### config.mk
export PLATFORM = sky130hd
export DESIGN_NAME = snsi_top
export DESIGN_NICKNAME = d
export VERILOG_FILES = /design/src/include/snsi_pkg.sv /design/src/verilog/snsi_meas.sv /design/src/verilog/snsi_top.sv
export SDC_FILE = /design/constraint.sdc
export NUM_CORES = 1
export LEC_CHECK = 0
export BUFFER_PORTS_ARGS = -buffer_cell sky130_fd_sc_hd__buf_2
export CORE_MARGIN = 1
export CORE_UTILIZATION = 55
export DETAILED_ROUTE_END_ITERATION = 10
export GPL_ROUTABILITY_DRIVEN = 0
export PLACE_DENSITY_LB_ADDON = 0.05
export SYNTH_ARGS = -nofsm -noshare
export SYNTH_HDL_FRONTEND = slang
export SYNTH_SLANG_ARGS = --single-unit
### constraint.sdc
create_clock -name ref_clk -period 5.15 [get_ports ref_clk]
set_clock_uncertainty 0.1 [all_clocks]
set_input_delay 0.515 -clock ref_clk [delete_from_list [all_inputs] [get_ports ref_clk]]
set_output_delay 0.515 -clock ref_clk [all_outputs]
set_load 0.03 [all_outputs]
### src/include/snsi_pkg.sv
// Contract
// - seventeen 8-bit registers hold control, setup and measurement results
// - register addresses 0x80 to 0x90 select consecutive registers
// - device answers only the fixed 7-bit slave address 0x13
// - serial port works at standard, fast and high-speed bit rates
// - all registers reached only over the serial port; writes to 0x81 and 0x85 to 0x88 are ignored
// - command register 0x80 starts measurements and holds two ready flags
// - light-ready flag sets on new light result, clears on reading 5 or 6
// - near-ready flag sets on new near result, clears on reading 7 or 8
// - writing one to light single-shot bit starts one light measurement
// - with averaging on, light single shot averages several readings into result
// - light result high byte in register five, low byte in register six
// - interrupt output only pulls low or releases, open drain
// - light periodic enable repeats light measurements while self-timed runs
// - near periodic enable repeats near measurements at programmed rate while self-timed runs
// - self-timed enable starts timing but measures only with periodic enable
// - while self-timed is set, single-shot requests are ignored
package snsi_pkg;
    localparam logic [6:0] SLV_ADDR = 7'h13;
    localparam int NUM_REGS = 17;
    localparam logic [7:0] REG_BASE = 8'h80;
    localparam logic [7:0] REG_LAST = 8'h90;
    // register indices (address minus base)
    localparam logic [4:0] IDX_CMD = 5'h00;
    localparam logic [4:0] IDX_ID = 5'h01;
    localparam logic [4:0] IDX_NRATE = 5'h02;
    localparam logic [4:0] IDX_LCFG = 5'h04;
    localparam logic [4:0] IDX_LHI = 5'h05;
    localparam logic [4:0] IDX_LLO = 5'h06;
    localparam logic [4:0] IDX_NHI = 5'h07;
    localparam logic [4:0] IDX_NLO = 5'h08;
    localparam logic [4:0] IDX_INTCTL = 5'h09;
    // command register fields
    localparam int CMD_LOCK = 7;
    localparam int CMD_LRDY = 6;
    localparam int CMD_NRDY = 5;
    localparam int CMD_LOD = 4;
    localparam int CMD_NOD = 3;
    localparam int CMD_LPER = 2;
    localparam int CMD_NPER = 1;
    localparam int CMD_ST = 0;
    // light config fields: rate in [6:4], averaging log2 in [2:0]
    localparam int LCFG_RATE_LSB = 4;
    localparam int LCFG_AVG_LSB = 0;
    // interrupt control fields
    localparam int INT_LEN = 0;
    localparam int INT_NEN = 1;
    localparam logic [7:0] REG_RST = 8'h00;
    localparam logic [2:0] CTL_RST = 3'h0;
    localparam int SYNC_STAGES = 3;
    // timing
    localparam int CLK_NS = 8;
    localparam int CONV_US = 10;
    localparam int CONV_CYC = (CONV_US * 1000) / CLK_NS;
    localparam int TICK_US = 4000;
    localparam int TICK_CYC = (TICK_US * 1000) / CLK_NS;

    typedef struct packed {
        logic [15:0] light;
        logic [15:0] near;
    } snsi_res_t;

    typedef struct packed {
        logic st_en;
        logic light_per;
        logic near_per;
        logic light_od;
        logic near_od;
        logic [2:0] near_rate;
        logic [2:0] light_rate;
        logic [2:0] avg_log2;
    } snsi_ctl_t;

    typedef enum logic [3:0] {
        SI_IDLE = 4'b0000,
        SI_ADDR = 4'b0001,
        SI_AACK = 4'b0010,
        SI_REG = 4'b0011,
        SI_RACK = 4'b0100,
        SI_WDAT = 4'b0101,
        SI_WACK = 4'b0110,
        SI_TX = 4'b0111,
        SI_MACK = 4'b1000
    } snsi_bus_st_t;

    typedef enum logic [1:0] {
        SM_IDLE = 2'b00,
        SM_LIGHT = 2'b01,
        SM_NEAR = 2'b10
    } snsi_meas_st_t;

    // periodic interval in ticks for a 3-bit rate code
    function automatic logic [7:0] rate_ticks(input logic [2:0] r);
        rate_ticks = 8'h01 << (3'h7 - r);
    endfunction
endpackage

### src/verilog/snsi_meas.sv
module snsi_meas #(
    parameter int CONV_CYCLES = snsi_pkg::CONV_CYC,
    parameter int TICK_CYCLES = snsi_pkg::TICK_CYC
) (
    // clock and reset
    input wire logic ref_clk,
    input wire logic rstn,
    // control from command, near rate and light config registers
    input wire snsi_pkg::snsi_ctl_t ctl,
    // front-end samples
    input wire logic [15:0] light_sample,
    input wire logic [15:0] near_sample,
    // results
    output snsi_pkg::snsi_res_t res,
    output logic light_done,
    output logic near_done,
    output logic light_busy,
    output logic near_busy
);
    import snsi_pkg::*;

    snsi_meas_st_t st_ff, nxt_st;
    logic [31:0] tick_ff, nxt_tick;
    logic [7:0] lcnt_ff, nxt_lcnt, ncnt_ff, nxt_ncnt;
    logic lpend_ff, nxt_lpend, npend_ff, nxt_npend;
    logic [31:0] cyc_ff, nxt_cyc;
    logic [7:0] nsamp_ff, nxt_nsamp;
    logic [23:0] acc_ff, nxt_acc;
    snsi_res_t res_ff, nxt_res;
    logic ldone_ff, nxt_ldone, ndone_ff, nxt_ndone;

    always_comb begin
        logic tick;
        logic [23:0] sum;
        tick = 1'b0;
        sum = 24'h000000;
        nxt_st = st_ff;
        nxt_tick = tick_ff;
        nxt_lcnt = lcnt_ff;
        nxt_ncnt = ncnt_ff;
        nxt_lpend = lpend_ff;
        nxt_npend = npend_ff;
        nxt_cyc = cyc_ff;
        nxt_nsamp = nsamp_ff;
        nxt_acc = acc_ff;
        nxt_res = res_ff;
        nxt_ldone = 1'b0;
        nxt_ndone = 1'b0;
        // self-timed base only runs with its enable
        if (ctl.st_en) begin
            tick = (tick_ff == 32'(TICK_CYCLES - 1));
            nxt_tick = tick ? 32'h0 : tick_ff + 32'h1;
        end else begin
            nxt_tick = 32'h0;
            nxt_lcnt = 8'h00;
            nxt_ncnt = 8'h00;
        end
        if (tick && ctl.light_per) begin
            if (lcnt_ff >= rate_ticks(ctl.light_rate) - 8'h01) begin
                nxt_lcnt = 8'h00;
                nxt_lpend = 1'b1;
            end else begin
                nxt_lcnt = lcnt_ff + 8'h01;
            end
        end
        if (tick && ctl.near_per) begin
            if (ncnt_ff >= rate_ticks(ctl.near_rate) - 8'h01) begin
                nxt_ncnt = 8'h00;
                nxt_npend = 1'b1;
            end else begin
                nxt_ncnt = ncnt_ff + 8'h01;
            end
        end
        // on-demand requests only without self-timed mode
        if (!ctl.st_en && ctl.light_od) begin
            nxt_lpend = 1'b1;
        end
        if (!ctl.st_en && ctl.near_od) begin
            nxt_npend = 1'b1;
        end
        case (st_ff)
            SM_IDLE: begin
                nxt_cyc = 32'h0;
                nxt_nsamp = 8'h00;
                nxt_acc = 24'h000000;
                // light goes first when both are asked together
                if (lpend_ff) begin
                    nxt_lpend = 1'b0;
                    nxt_st = SM_LIGHT;
                end else if (npend_ff) begin
                    nxt_npend = 1'b0;
                    nxt_st = SM_NEAR;
                end
            end
            SM_LIGHT: begin
                nxt_cyc = cyc_ff + 32'h1;
                if (cyc_ff == 32'(CONV_CYCLES - 1)) begin
                    nxt_cyc = 32'h0;
                    sum = acc_ff + {8'h00, light_sample};
                    nxt_acc = sum;
                    nxt_nsamp = nsamp_ff + 8'h01;
                    // average over 2^n readings, keep only the mean
                    if (nxt_nsamp == (8'h01 << ctl.avg_log2)) begin
                        nxt_res.light = 16'(sum >> ctl.avg_log2);
                        nxt_ldone = 1'b1;
                        nxt_st = SM_IDLE;
                    end
                end
            end
            SM_NEAR: begin
                nxt_cyc = cyc_ff + 32'h1;
                if (cyc_ff == 32'(CONV_CYCLES - 1)) begin
                    nxt_res.near = near_sample;
                    nxt_ndone = 1'b1;
                    nxt_st = SM_IDLE;
                end
            end
            default: nxt_st = SM_IDLE;
        endcase
    end

    always_ff @(posedge ref_clk) begin
        if (!rstn) begin
            st_ff <= SM_IDLE;
            tick_ff <= 32'h0;
            lcnt_ff <= 8'h00;
            ncnt_ff <= 8'h00;
            lpend_ff <= 1'b0;
            npend_ff <= 1'b0;
            cyc_ff <= 32'h0;
            nsamp_ff <= 8'h00;
            acc_ff <= 24'h000000;
            res_ff <= '0;
            ldone_ff <= 1'b0;
            ndone_ff <= 1'b0;
        end else begin
            st_ff <= nxt_st;
            tick_ff <= nxt_tick;
            lcnt_ff <= nxt_lcnt;
            ncnt_ff <= nxt_ncnt;
            lpend_ff <= nxt_lpend;
            npend_ff <= nxt_npend;
            cyc_ff <= nxt_cyc;
            nsamp_ff <= nxt_nsamp;
            acc_ff <= nxt_acc;
            res_ff <= nxt_res;
            ldone_ff <= nxt_ldone;
            ndone_ff <= nxt_ndone;
        end
    end

    assign res = res_ff;
    assign light_done = ldone_ff;
    assign near_done = ndone_ff;
    assign light_busy = lpend_ff | (st_ff == SM_LIGHT);
    assign near_busy = npend_ff | (st_ff == SM_NEAR);
endmodule // snsi_meas

### src/verilog/snsi_top.sv
module snsi_top #(
    parameter int CONV_CYCLES = snsi_pkg::CONV_CYC,
    parameter int TICK_CYCLES = snsi_pkg::TICK_CYC,
    parameter logic [7:0] ID_VALUE = 8'h5a // arbitrary
) (
    // clock and reset
    input wire logic ref_clk,
    input wire logic rstn,
    // serial bus pins
    input wire logic scl_i,
    input wire logic sda_i,
    output logic sda_o,
    output logic sda_oen,
    // interrupt pin, open drain
    output logic int_o,
    output logic int_oen,
    // front-end samples
    input wire logic [15:0] light_sample,
    input wire logic [15:0] near_sample
);
    import snsi_pkg::*;

    // three-stage synchronisers, levels move once stages 2 and 3 agree
    logic [SYNC_STAGES-1:0] scl_sync_ff, nxt_scl_sync;
    logic [SYNC_STAGES-1:0] sda_sync_ff, nxt_sda_sync;
    logic scl_lv_ff, nxt_scl_lv, sda_lv_ff, nxt_sda_lv;
    logic scl_rise, scl_fall, start_det, stop_det;

    always_comb begin
        nxt_scl_sync = {scl_sync_ff[SYNC_STAGES-2:0], scl_i};
        nxt_sda_sync = {sda_sync_ff[SYNC_STAGES-2:0], sda_i};
        nxt_scl_lv = scl_lv_ff;
        nxt_sda_lv = sda_lv_ff;
        if (scl_sync_ff[1] == scl_sync_ff[2]) begin
            nxt_scl_lv = scl_sync_ff[2];
        end
        if (sda_sync_ff[1] == sda_sync_ff[2]) begin
            nxt_sda_lv = sda_sync_ff[2];
        end
    end

    always_ff @(posedge ref_clk) begin
        if (!rstn) begin
            scl_sync_ff <= '1;
            sda_sync_ff <= '1;
            scl_lv_ff <= 1'b1;
            sda_lv_ff <= 1'b1;
        end else begin
            scl_sync_ff <= nxt_scl_sync;
            sda_sync_ff <= nxt_sda_sync;
            scl_lv_ff <= nxt_scl_lv;
            sda_lv_ff <= nxt_sda_lv;
        end
    end

    // edges on the filtered levels; clock sampling sets the top bit rate
    assign scl_rise = nxt_scl_lv & ~scl_lv_ff;
    assign scl_fall = ~nxt_scl_lv & scl_lv_ff;
    assign start_det = scl_lv_ff & nxt_scl_lv & sda_lv_ff & ~nxt_sda_lv;
    assign stop_det = scl_lv_ff & nxt_scl_lv & ~sda_lv_ff & nxt_sda_lv;

    // register bank
    logic [7:0] regs_ff [NUM_REGS];
    logic [7:0] nxt_regs [NUM_REGS];
    logic [2:0] ctl_ff, nxt_ctl;
    logic lod_ff, nxt_lod, nod_ff, nxt_nod;
    logic lrdy_ff, nxt_lrdy, nrdy_ff, nxt_nrdy;
    logic wr_stb, rd_stb;
    logic [7:0] wr_addr, wr_data, rd_addr;
    snsi_ctl_t ctl;
    snsi_res_t res;
    logic light_done, near_done, light_busy, near_busy;

    // inside the bank, index is address minus base
    function automatic logic in_bank(input logic [7:0] a);
        in_bank = (a >= REG_BASE) && (a <= REG_LAST);
    endfunction

    function automatic logic [4:0] reg_idx(input logic [7:0] a);
        reg_idx = 5'(a - REG_BASE);
    endfunction

    logic [7:0] cmd_view;
    assign cmd_view = {1'b1, lrdy_ff, nrdy_ff, light_busy, near_busy,
        ctl_ff};

    function automatic logic [7:0] read_reg(input logic [7:0] a,
        input logic [7:0] cmd, input snsi_res_t r,
        input logic [7:0] gen);
        read_reg = 8'h00;
        if (in_bank(a)) begin
            case (reg_idx(a))
                IDX_CMD: read_reg = cmd;
                IDX_ID: read_reg = ID_VALUE;
                IDX_LHI: read_reg = r.light[15:8];
                IDX_LLO: read_reg = r.light[7:0];
                IDX_NHI: read_reg = r.near[15:8];
                IDX_NLO: read_reg = r.near[7:0];
                default: read_reg = gen;
            endcase
        end
    endfunction

    always_comb begin
        logic [4:0] wi;
        logic [4:0] ri;
        wi = reg_idx(wr_addr);
        ri = reg_idx(rd_addr);
        nxt_regs = regs_ff;
        nxt_ctl = ctl_ff;
        nxt_lod = 1'b0;
        nxt_nod = 1'b0;
        nxt_lrdy = lrdy_ff;
        nxt_nrdy = nrdy_ff;
        // only the serial port writes the bank
        if (wr_stb && in_bank(wr_addr)) begin
            case (wi)
                IDX_CMD: begin
                    nxt_ctl = wr_data[2:0];
                    nxt_lod = wr_data[CMD_LOD];
                    nxt_nod = wr_data[CMD_NOD];
                end
                IDX_ID, IDX_LHI, IDX_LLO, IDX_NHI, IDX_NLO: begin
                    nxt_ctl = ctl_ff;
                end
                default: nxt_regs[wi] = wr_data;
            endcase
        end
        // clear on read of a result byte; a new result wins
        if (rd_stb && in_bank(rd_addr)) begin
            if (ri == IDX_LHI || ri == IDX_LLO) begin
                nxt_lrdy = 1'b0;
            end
            if (ri == IDX_NHI || ri == IDX_NLO) begin
                nxt_nrdy = 1'b0;
            end
        end
        if (light_done) begin
            nxt_lrdy = 1'b1;
        end
        if (near_done) begin
            nxt_nrdy = 1'b1;
        end
    end

    always_ff @(posedge ref_clk) begin
        if (!rstn) begin
            for (int i = 0; i < NUM_REGS; i++) begin
                regs_ff[i] <= REG_RST;
            end
            ctl_ff <= CTL_RST;
            lod_ff <= 1'b0;
            nod_ff <= 1'b0;
            lrdy_ff <= 1'b0;
            nrdy_ff <= 1'b0;
        end else begin
            regs_ff <= nxt_regs;
            ctl_ff <= nxt_ctl;
            lod_ff <= nxt_lod;
            nod_ff <= nxt_nod;
            lrdy_ff <= nxt_lrdy;
            nrdy_ff <= nxt_nrdy;
        end
    end

    always_comb begin
        ctl.st_en = ctl_ff[CMD_ST];
        ctl.light_per = ctl_ff[CMD_LPER];
        ctl.near_per = ctl_ff[CMD_NPER];
        ctl.light_od = lod_ff;
        ctl.near_od = nod_ff;
        ctl.near_rate = regs_ff[IDX_NRATE][2:0];
        ctl.light_rate = regs_ff[IDX_LCFG][LCFG_RATE_LSB +: 3];
        ctl.avg_log2 = regs_ff[IDX_LCFG][LCFG_AVG_LSB +: 3];
    end

    snsi_meas #(
        .CONV_CYCLES(CONV_CYCLES),
        .TICK_CYCLES(TICK_CYCLES)
    ) u_meas (
        .ref_clk(ref_clk),
        .rstn(rstn),
        .ctl(ctl),
        .light_sample(light_sample),
        .near_sample(near_sample),
        .res(res),
        .light_done(light_done),
        .near_done(near_done),
        .light_busy(light_busy),
        .near_busy(near_busy)
    );

    // serial slave
    snsi_bus_st_t st_ff, nxt_st;
    logic [7:0] sh_ff, nxt_sh, ptr_ff, nxt_ptr;
    logic [3:0] bit_ff, nxt_bit;
    logic rw_ff, nxt_rw, pull_ff, nxt_pull;
    logic [7:0] tx_byte;

    assign tx_byte = read_reg(ptr_ff, cmd_view, res, regs_ff[reg_idx(ptr_ff)]);

    always_comb begin
        nxt_st = st_ff;
        nxt_sh = sh_ff;
        nxt_ptr = ptr_ff;
        nxt_bit = bit_ff;
        nxt_rw = rw_ff;
        nxt_pull = pull_ff;
        wr_stb = 1'b0;
        wr_addr = ptr_ff;
        wr_data = sh_ff;
        rd_stb = 1'b0;
        rd_addr = ptr_ff;
        if (stop_det) begin
            nxt_st = SI_IDLE;
            nxt_pull = 1'b0;
        end else if (start_det) begin
            nxt_st = SI_ADDR;
            nxt_bit = 4'h0;
            nxt_pull = 1'b0;
        end else if (scl_rise) begin
            case (st_ff)
                SI_ADDR, SI_REG, SI_WDAT: begin
                    nxt_sh = {sh_ff[6:0], sda_lv_ff};
                    nxt_bit = bit_ff + 4'h1;
                end
                SI_MACK: if (sda_lv_ff) nxt_st = SI_IDLE;
                default: nxt_st = st_ff;
            endcase
        end else if (scl_fall) begin
            case (st_ff)
                SI_ADDR: if (bit_ff == 4'h8) begin
                    // fixed address; low bit picks the direction
                    if (sh_ff[7:1] == SLV_ADDR) begin
                        nxt_rw = sh_ff[0];
                        nxt_pull = 1'b1;
                        nxt_st = SI_AACK;
                    end else begin
                        nxt_st = SI_IDLE;
                    end
                end
                SI_AACK, SI_MACK: begin
                    if (rw_ff || st_ff == SI_MACK) begin
                        nxt_sh = {tx_byte[6:0], 1'b0};
                        nxt_pull = ~tx_byte[7];
                        nxt_bit = 4'h1;
                        rd_stb = 1'b1;
                        nxt_ptr = ptr_ff + 8'h01;
                        nxt_st = SI_TX;
                    end else begin
                        nxt_pull = 1'b0;
                        nxt_bit = 4'h0;
                        nxt_st = SI_REG;
                    end
                end
                SI_REG: if (bit_ff == 4'h8) begin
                    nxt_ptr = sh_ff;
                    nxt_pull = 1'b1;
                    nxt_st = SI_RACK;
                end
                SI_WDAT: if (bit_ff == 4'h8) begin
                    wr_stb = 1'b1;
                    nxt_ptr = ptr_ff + 8'h01;
                    nxt_pull = 1'b1;
                    nxt_st = SI_WACK;
                end
                SI_RACK, SI_WACK: begin
                    nxt_pull = 1'b0;
                    nxt_bit = 4'h0;
                    nxt_st = SI_WDAT;
                end
                SI_TX: begin
                    if (bit_ff == 4'h8) begin
                        nxt_pull = 1'b0;
                        nxt_st = SI_MACK;
                    end else begin
                        nxt_pull = ~sh_ff[7];
                        nxt_sh = {sh_ff[6:0], 1'b0};
                        nxt_bit = bit_ff + 4'h1;
                    end
                end
                default: nxt_st = st_ff;
            endcase
        end
    end

    always_ff @(posedge ref_clk) begin
        if (!rstn) begin
            st_ff <= SI_IDLE;
            sh_ff <= REG_RST;
            ptr_ff <= REG_BASE;
            bit_ff <= 4'h0;
            rw_ff <= 1'b0;
            pull_ff <= 1'b0;
        end else begin
            st_ff <= nxt_st;
            sh_ff <= nxt_sh;
            ptr_ff <= nxt_ptr;
            bit_ff <= nxt_bit;
            rw_ff <= nxt_rw;
            pull_ff <= nxt_pull;
        end
    end

    // interrupt only ever pulls low
    logic int_pull_ff, nxt_int_pull;
    always_comb begin
        nxt_int_pull = (lrdy_ff & regs_ff[IDX_INTCTL][INT_LEN]) |
            (nrdy_ff & regs_ff[IDX_INTCTL][INT_NEN]);
    end

    always_ff @(posedge ref_clk) begin
        if (!rstn) begin
            int_pull_ff <= 1'b0;
        end else begin
            int_pull_ff <= nxt_int_pull;
        end
    end

    assign sda_o = 1'b0;
    assign sda_oen = ~pull_ff;
    assign int_o = 1'b0;
    assign int_oen = ~int_pull_ff;
endmodule // snsi_top

==> flow_summary.toml, run 1 <==
[sta]
slew_viol_final = 0
slew_headroom_pct = 21.2
tns_ns = 0
hold_violations = 0
fmax_mhz = 268
rsz0062_at_grt = "no"
period_share_pct = 72.4
tightest_slew_ns = 1.17
min_period_ns = 3.73
final-setup-viol-count = 0

[logic_synthesis]
synthCells = 2034
synth_area_leaders = "dfxtp_1, mux2i_1, nor2_1"
synth_edf_count = 0
synth_seq_cells = 327
synth_top_area_share_pct = 36.9
ys_seq_area_share_pct = 36.9
synth.distinct_cells = 95
postSynth.asyncResetShare_pct = 0
yosys_most_used_dff = "dfxtp_1"
synth_top_area_cell = "dfxtp_1"
synth_area_per_cell_um2 = 8.72
syn-cell-area_um2 = 17700
ys_warn_count = 0

[critical_path]
worstSetupPathType = "flop to flop"
worstPathRequired_ns = 5.43
path_max_fanout = 23
end_kind = "flop"
cp-start-kind = "flop"
critPathArrivalTime_ns = 4.00

[die]
io_pins = 40
start_util_pct = 56.1
rows = 65
die-area_um2 = 33000
core_area_um2 = 31600
die-width_um = 182
dieHeight_um = 182

[routing]
drtIter0Drc = 1097
drc_errors = 0
wl_per_cell_um = 18.4
postRouteAntennaNets = 0
wirelength_um = 44800
via_per_inst = 6.08
firstDrtPassIters = 5
num_vias = 14800

[clock_network]
root_buffer = "clkbuf_16"
cts_buffers = 38
hold_buffers = 0
clk_latency_ns = 0.53
clockBufferDepth = 3
cts_sinks = 327
postCtsSetupBuffers = 0
cts.clk_slew.worst_paths_ns = 0.06
tritoncts = "done"
cts_resized = 0
h-tree-depth = 2

[placed_design]
numPortBuffers = 37
dp_hpwl_um = 29900

[final_layout]
final_cell_mix = "dfxtp_1, nor2_1, a21oi_1, nand2_1, mux2i_1"
nets = 2095
final_common_cell = "dfxtp_1"
nFillCells = 2794
drive_gt1_share_pct = 11.3
area_growth_pct = 9.16
n_antenna_cell = 0

[global_route]
antenna_found_initial = 0
grt.total_usage_pct = 27.3
grt_max_degree = 122
grt_overflow_total = 0
grt_pass1_wl_um = 73800
grt_pass1_vias = 14082

[pwr]
ir_drop_v = 0.000295
leakagePower_nw = 7.12
p_total_w = 0.00549
cellPowerDensity_nw_per_um2 = 283

[min_path]
hold_class = "input pin to flop"

[run_status]
status = "finished clean"

[flow_run]
drv_cap = 0
## through the flow
stage | setup WS (ns) | hold slack, ns | cell area, um2 | util [%] | std cells
3_5_place_dp | 1.51 | 0.299 | 18100 | 57.1 | 2369
4_1_cts | 1.44 | 0.0614 | 19400 | 61.2 | 2435
5_1_grt | 1.16 | 0.0678 | 19400 | 61.2 | 2435
3_3_place_gp | 1.55 | 0.301 | 18100 | 57.1 | 2369
6_report | 1.42 | 0.0760 | 19400 | 61.2 | 2435
2_1_floorplan | 1.44 | 0.286 | 17800 | - | 2036
## layout make-up
type                            instances  area, um2  area share, %
Timing Repair Buffer                   61        365           1.89
Inverter                               37        144          0.743
Clock inverter                         17        234           1.21
Sequential cell                       327       6550           33.8
Clock buffer                           49       1060           5.49
Multi-Input combinational cell       1542      10500           54.3
Tap cell                              402        503           2.60
## routing by layer
metal	routed length, um	GRT usage, %	part of all wire (%)	up-vias
li1	-	-	-	7268
met1	20900	38.0	47	7077
met2	20200	43.8	45	370
met4	1270	8.78	2.8	0
met5	0	0	0	-
met3	2500	3.63	5.6	85
## worst paths after layout
path             startpoint        endpoint  slack, ns  cells after the start
max               ptr_ff[1]          ctl[3]       1.42                      9
min                   sda_i  sda_sync_ff[0]       0.08                      2
max reg2reg       ptr_ff[1]          ctl[3]       1.42                      9
min reg2reg  sda_sync_ff[0]  sda_sync_ff[1]       0.30                      1
## power breakdown
part	switching (W)	internal (W)
clock	0.00108	0.00171
combinational	0.000105	0.0000487
sequential	0.00000274	0.00253
total	0.00119	0.00430
## registers in the layout, indices dropped and copies added, names as in the netlist, 2 cells and up
name / flops
u_meas.cyc_ff: 32
u_meas.res: 32
ptr_ff: 8
scl_sync_ff: 3
st_ff: 4
regs_ff: 127
u_meas.tick_ff: 32
ctl_ff: 3
u_meas.nsamp_ff: 8
sda_sync_ff: 3
sh_ff: 8
u_meas.acc_ff: 23
bit_ff: 4
u_meas.ncnt_ff: 8
u_meas.st_ff: 2
u_meas.lcnt_ff: 8
ctl: 9
## kinds of logic (layout without fill, tap and decap cells)
logic type      Yosys count  count (layout)  share of synthesized area, %
simple gates            814             814                          23.1
compound gates          429             429                          16.0
flops                   327             327                          36.9
mux                     172             172                          12.7
buf+inv                 167             164                          4.07
xor+xnor                 71              71                          3.50
fa+ha+maj                52              52                          3.71
other cells               2               4                        0.0423
## critical path: stages (launching register included)
cell and delay [ns]:
dfxtp_2 0.53, inv_1 0.21, ha_1 0.30, nor4bb_2 0.99, nor2_1 0.11, nand3_1 0.36
nor2_2 0.14, nand3_1 0.52, mux2i_1 0.25, nor2_1 0.07
## synth_stat cells (10+ instances only)
cell type,number
dfxtp_1,327
nand2b_1,26
nor2_1,291
o22ai_1,10
nand3b_1,11
nand2_1,123
a31oi_1,22
and3_1,29
clkbuf_1,103
o21ai_0,92
nor3_1,47
inv_1,34
a21oi_1,133
and2_1,63
a22oi_1,23
nor3b_1,10
xnor2_1,41
mux2_2,12
or3_1,20
o21a_1,11
nor4_1,23
a21o_1,23
or2_2,16
nor2b_1,15
buf_2,12
mux4_2,40
mux2i_1,119
nand3_1,68
nand4_1,22
o211ai_1,15
xor2_1,30
ha_1,51
Power figures use the tool's default switching activity.
==> inputs of run 2 (changes only) <==
Clock period 5.15 ns to 3.47 ns, I/O delays scaled along.
==> flow_summary.toml, run 2 (same netlist as run 1, synthesis figures left out) <==
[run_status]
status = "finished clean"

[global_route]
grt_pass1_wl_um = 73900
antenna_found_initial = 0
grt_max_degree = 132
grt_pass1_vias = 14193
grt_overflow_total = 0
grt.total_usage_pct = 27.5

[critical_path]
end_kind = "flop"
path_max_fanout = 11
worstPathRequired_ns = 3.84
cp-start-kind = "flop"
critPathArrivalTime_ns = 3.62
worstSetupPathType = "flop to flop"

[clock_network]
h-tree-depth = 2
postCtsSetupBuffers = 0
cts.clk_slew.worst_paths_ns = 0.06
cts_buffers = 38
cts_resized = 0
clockBufferDepth = 3
hold_buffers = 13
cts_sinks = 327
tritoncts = "done"
clk_latency_ns = 0.53
root_buffer = "clkbuf_16"

[sta]
rsz0062_at_grt = "no"
final-setup-viol-count = 0
whs_ns = 0.0184
min_period_ns = 3.24
slew_headroom_pct = 27.7
period_share_pct = 93.4
fmax_mhz = 308
hold_violations = 0
tns_ns = 0
worst_slack_ns = 0.228
slew_viol_final = 0
tightest_slew_ns = 1.08

[routing]
drtIter0Drc = 1106
firstDrtPassIters = 5
postRouteAntennaNets = 0
drc_errors = 0
wirelength_um = 45500
via_per_inst = 6.04
num_vias = 15025
wl_per_cell_um = 18.3

[placed_design]
dpl_worst_slack_ns = 0.0903
dpl.cell_count = 2405
numPortBuffers = 37
dp_hpwl_um = 30200
dpl_cell_area_um2 = 18400

[pwr]
p_sw_w = 0.00179
ir_drop_v = 0.000377
combPwrFrac_pct = 3.0
clkPwrFrac_pct = 51.3
leakagePower_nw = 7.38
seqPwrFrac_pct = 45.7
switching_share_pct = 21.7
internal_power_w = 0.00645
cellPowerDensity_nw_per_um2 = 415

[die]
io_pins = 40
die-area_um2 = 33000
start_util_pct = 56.1
core_area_um2 = 31600
die-width_um = 182
dieHeight_um = 182
rows = 65

[final_layout]
area_growth_pct = 11.8
final_common_cell = "dfxtp_1"
nets = 2144
final_cell_mix = "dfxtp_1, nor2_1, a21oi_1, nand2_1, mux2i_1"
post-route-cell-area_um2 = 19800
top_register = "regs_ff"
largest_register_ffs = 127
drive_gt1_share_pct = 12.8
fin_cells = 2487
nFillCells = 2704
n_antenna_cell = 0

[flow_run]
drv_cap = 0

[min_path]
hold_class = "input pin to flop"
==> run 2: layer usage <==
layer  vias up  part of all wire, %  track usage (%)
met5         -                    0                0
met4         0                  1.9             7.12
met3        67                  5.2             3.75
met2       384                   46             45.1
met1      7199                   47             37.9
li1       7375                    -                -
==> run 2: path summary, 6_finish.rpt <==
| check | start | endpoint | slack [ns] | cells past startpoint |
|---|---|---|---|---|
| setup / recovery | u_meas.nsamp_ff[0] | u_meas.res[18] | 0.23 | 8 |
| hold / removal | near_sample[15] | u_meas.res[15] | 0.02 | 3 |
| setup reg to reg | u_meas.nsamp_ff[0] | u_meas.res[18] | 0.23 | 8 |
| hold reg to reg | sda_sync_ff[0] | sda_sync_ff[1] | 0.31 | 1 |
==> run 2: cell type report <==
class                   count  area (um2)  area share [%]
repair buffers            110         778            3.92
clock inverters            15         235            1.19
multi-input cells        1542       10500            53.1
flip-flops and latches    327        6550            33.0
inverters                  37         144           0.725
clock buffers              54        1100            5.56
well taps                 402         503            2.53
==> run 2: power by group through the flow <==
stage	Combinational, W	Sequential, W	Clock [W]
floorplan	0.000160	0.00384	0
global route	0.000272	0.00376	0.00445
global placement	0.000234	0.00385	0
finish	0.000249	0.00376	0.00422
detailed placement	0.000236	0.00385	0
CTS	0.000248	0.00376	0.00430
==> run 2: critical path, cell delays in order, from the launching register on <==
cell and delay (ns):
dfxtp_1 0.45, ha_1 0.28, nand3_1 0.24, or3_1 0.42, o311ai_1 0.10, o32ai_1 0.18, or4_1 0.77, a2111oi_0 0.49
a31o_1 0.15
==> run 2: per-stage QoR <==
stage,total power [W],utilization [%]
floorplan,0.00400,-
global placement,0.00408,58.1
detailed placement,0.00408,58.1
CTS,0.00831,62.7
global route,0.00849,62.7
finish,0.00824,62.7
==> inputs of run 3 (changes only) <==
Settings changed: CORE_ASPECT_RATIO from default to 0.6.
==> flow_summary.toml, run 3 (same netlist as run 1, synthesis figures left out) <==
[run_status]
status = "finished clean"

[flow_run]
drv_cap = 0

[pwr]
p_total_w = 0.00762
ir_drop_v = 0.000353
cellPowerDensity_nw_per_um2 = 388
leakagePower_nw = 7.27

[placed_design]
numPortBuffers = 37
dpl_cell_area_um2 = 18400
dp_hpwl_um = 32000

[critical_path]
crit_family = "compound AO/OA/AOI/OAI gates"
worstSetupPathType = "flop to flop"
cp_common_cell = "o21ai_0"
cp-start-kind = "flop"
critPathArrivalTime_ns = 3.62
crit_buf_inv = 1
r2r_slack_ns = 0.19
path_max_fanout = 4
cp_slowest_cell = "mux4_2"
cpPeakStageDelay_ns = 0.49
worstPathRequired_ns = 3.82
end_kind = "flop"
path_cells = "ha_1 -> fa_1 -> a21o_2 -> a221oi_4 -> buf_4 -> o21ai_0 -> xnor2_1 -> mux4_2 -> nand2_1 -> o21ai_0 -> a211oi_1"
startpoint = "u_meas.acc_ff[0]"
reg2reg_from = "u_meas.acc_ff[0]"

[sta]
whs_ns = 0.00662
fmax_mhz = 305
slew_viol_final = 0
rsz0062_at_grt = "no"
final-setup-viol-count = 0
slew_headroom_pct = 27.0
tightest_slew_ns = 1.10
hold_violations = 0
min_period_ns = 3.28
tns_ns = 0
period_share_pct = 94.4

[clock_network]
postCtsSetupBuffers = 0
h-tree-depth = 2
tritoncts = "done"
cts.clk_slew.worst_paths_ns = 0.06
cts_sinks = 327
cts_buffers = 34
clockBufferDepth = 3
root_buffer = "clkbuf_16"
clk_latency_ns = 0.55

[die]
start_util_pct = 56.4
die-width_um = 234
die-area_um2 = 33000
dieHeight_um = 141
core_area_um2 = 31500
io_pins = 40
rows = 50

[final_layout]
final_util_pct = 62.4
n_antenna_cell = 0
drive_gt1_share_pct = 12.3
top_register = "regs_ff"
final_cell_mix = "dfxtp_1, nor2_1, a21oi_1, nand2_1, mux2i_1"
nets = 2145
post-route-cell-area_um2 = 19600
area_growth_pct = 10.7
final_common_cell = "dfxtp_1"
largest_register_ffs = 127

[routing]
via_per_inst = 6.10
num_vias = 15229
wirelength_um = 47000
drc_errors = 0
drtIter0Drc = 1518
postRouteAntennaNets = 0
wl_per_cell_um = 18.8
firstDrtPassIters = 8

[global_route]
grt_pass1_wl_um = 75900
grt.total_usage_pct = 28.6
grt_overflow_total = 0
antenna_found_initial = 0
grt_max_degree = 90
grt_pass1_vias = 13992

[min_path]
hold_start = "near_sample[1]"
hold_class = "input pin to flop"
[run 3: final cells by class]
| class | instances | area, um2 |
|---|---|---|
| Clock inverter | 9 | 92.6 |
| Tap cell | 416 | 520 |
| Fill cell | 2725 | 11800 |
| Sequential cell | 327 | 6550 |
| Multi-Input combinational cell | 1542 | 10500 |
| Clock buffer | 51 | 985 |
| Inverter | 37 | 144 |
| Timing Repair Buffer | 115 | 823 |
[run 3: layer usage]
layer | part of all wire, % | up-vias | global-route usage (%)
met3 | 6.7 | 61 | 5.06
met2 | 41 | 481 | 40.0
li1 | - | 7364 | -
met5 | 0 | - | 0
met1 | 51 | 7323 | 45.1
met4 | 1.6 | 0 | 5.71
[run 3: worst min-delay path, cell delays in order]
cell,delay (ns)
buf_2,0.11
mux2i_1,0.07
nor2_1,0.08
[run 3: final timing paths]
kind | to | cells past startpoint
worst max register to register | u_meas.res[19] | 11
worst min register to register | scl_sync_ff[1] | 1
worst min-delay path | u_meas.res[1] | 3
worst max-delay path | u_meas.res[19] | 11
[run 3: stage by stage]
| step | setup WS (ns) | cells |
|---|---|---|
| finish | 0.193 | 2497 |
| floorplan | 0.0205 | 2036 |
| global route | 0.0282 | 2497 |
| global placement | 0.144 | 2421 |
| CTS | 0.157 | 2497 |
| detailed placement | 0.0305 | 2421 |
[run 3: report_power, final]
part | total (W) | internal (W) | switching (W)
clock network | 0.00360 | 0.00200 | 0.00160
logic | 0.000255 | 0.0000892 | 0.000166
registers | 0.00376 | 0.00376 | 0.00000376
[run 3: repair_timing]
action | in CTS | in global routing
hold endpoints to repair | 16 | 0
setup endpoints to repair | 0 | 1
hold buffers | 16 | 0
resized for setup | 0 | 1
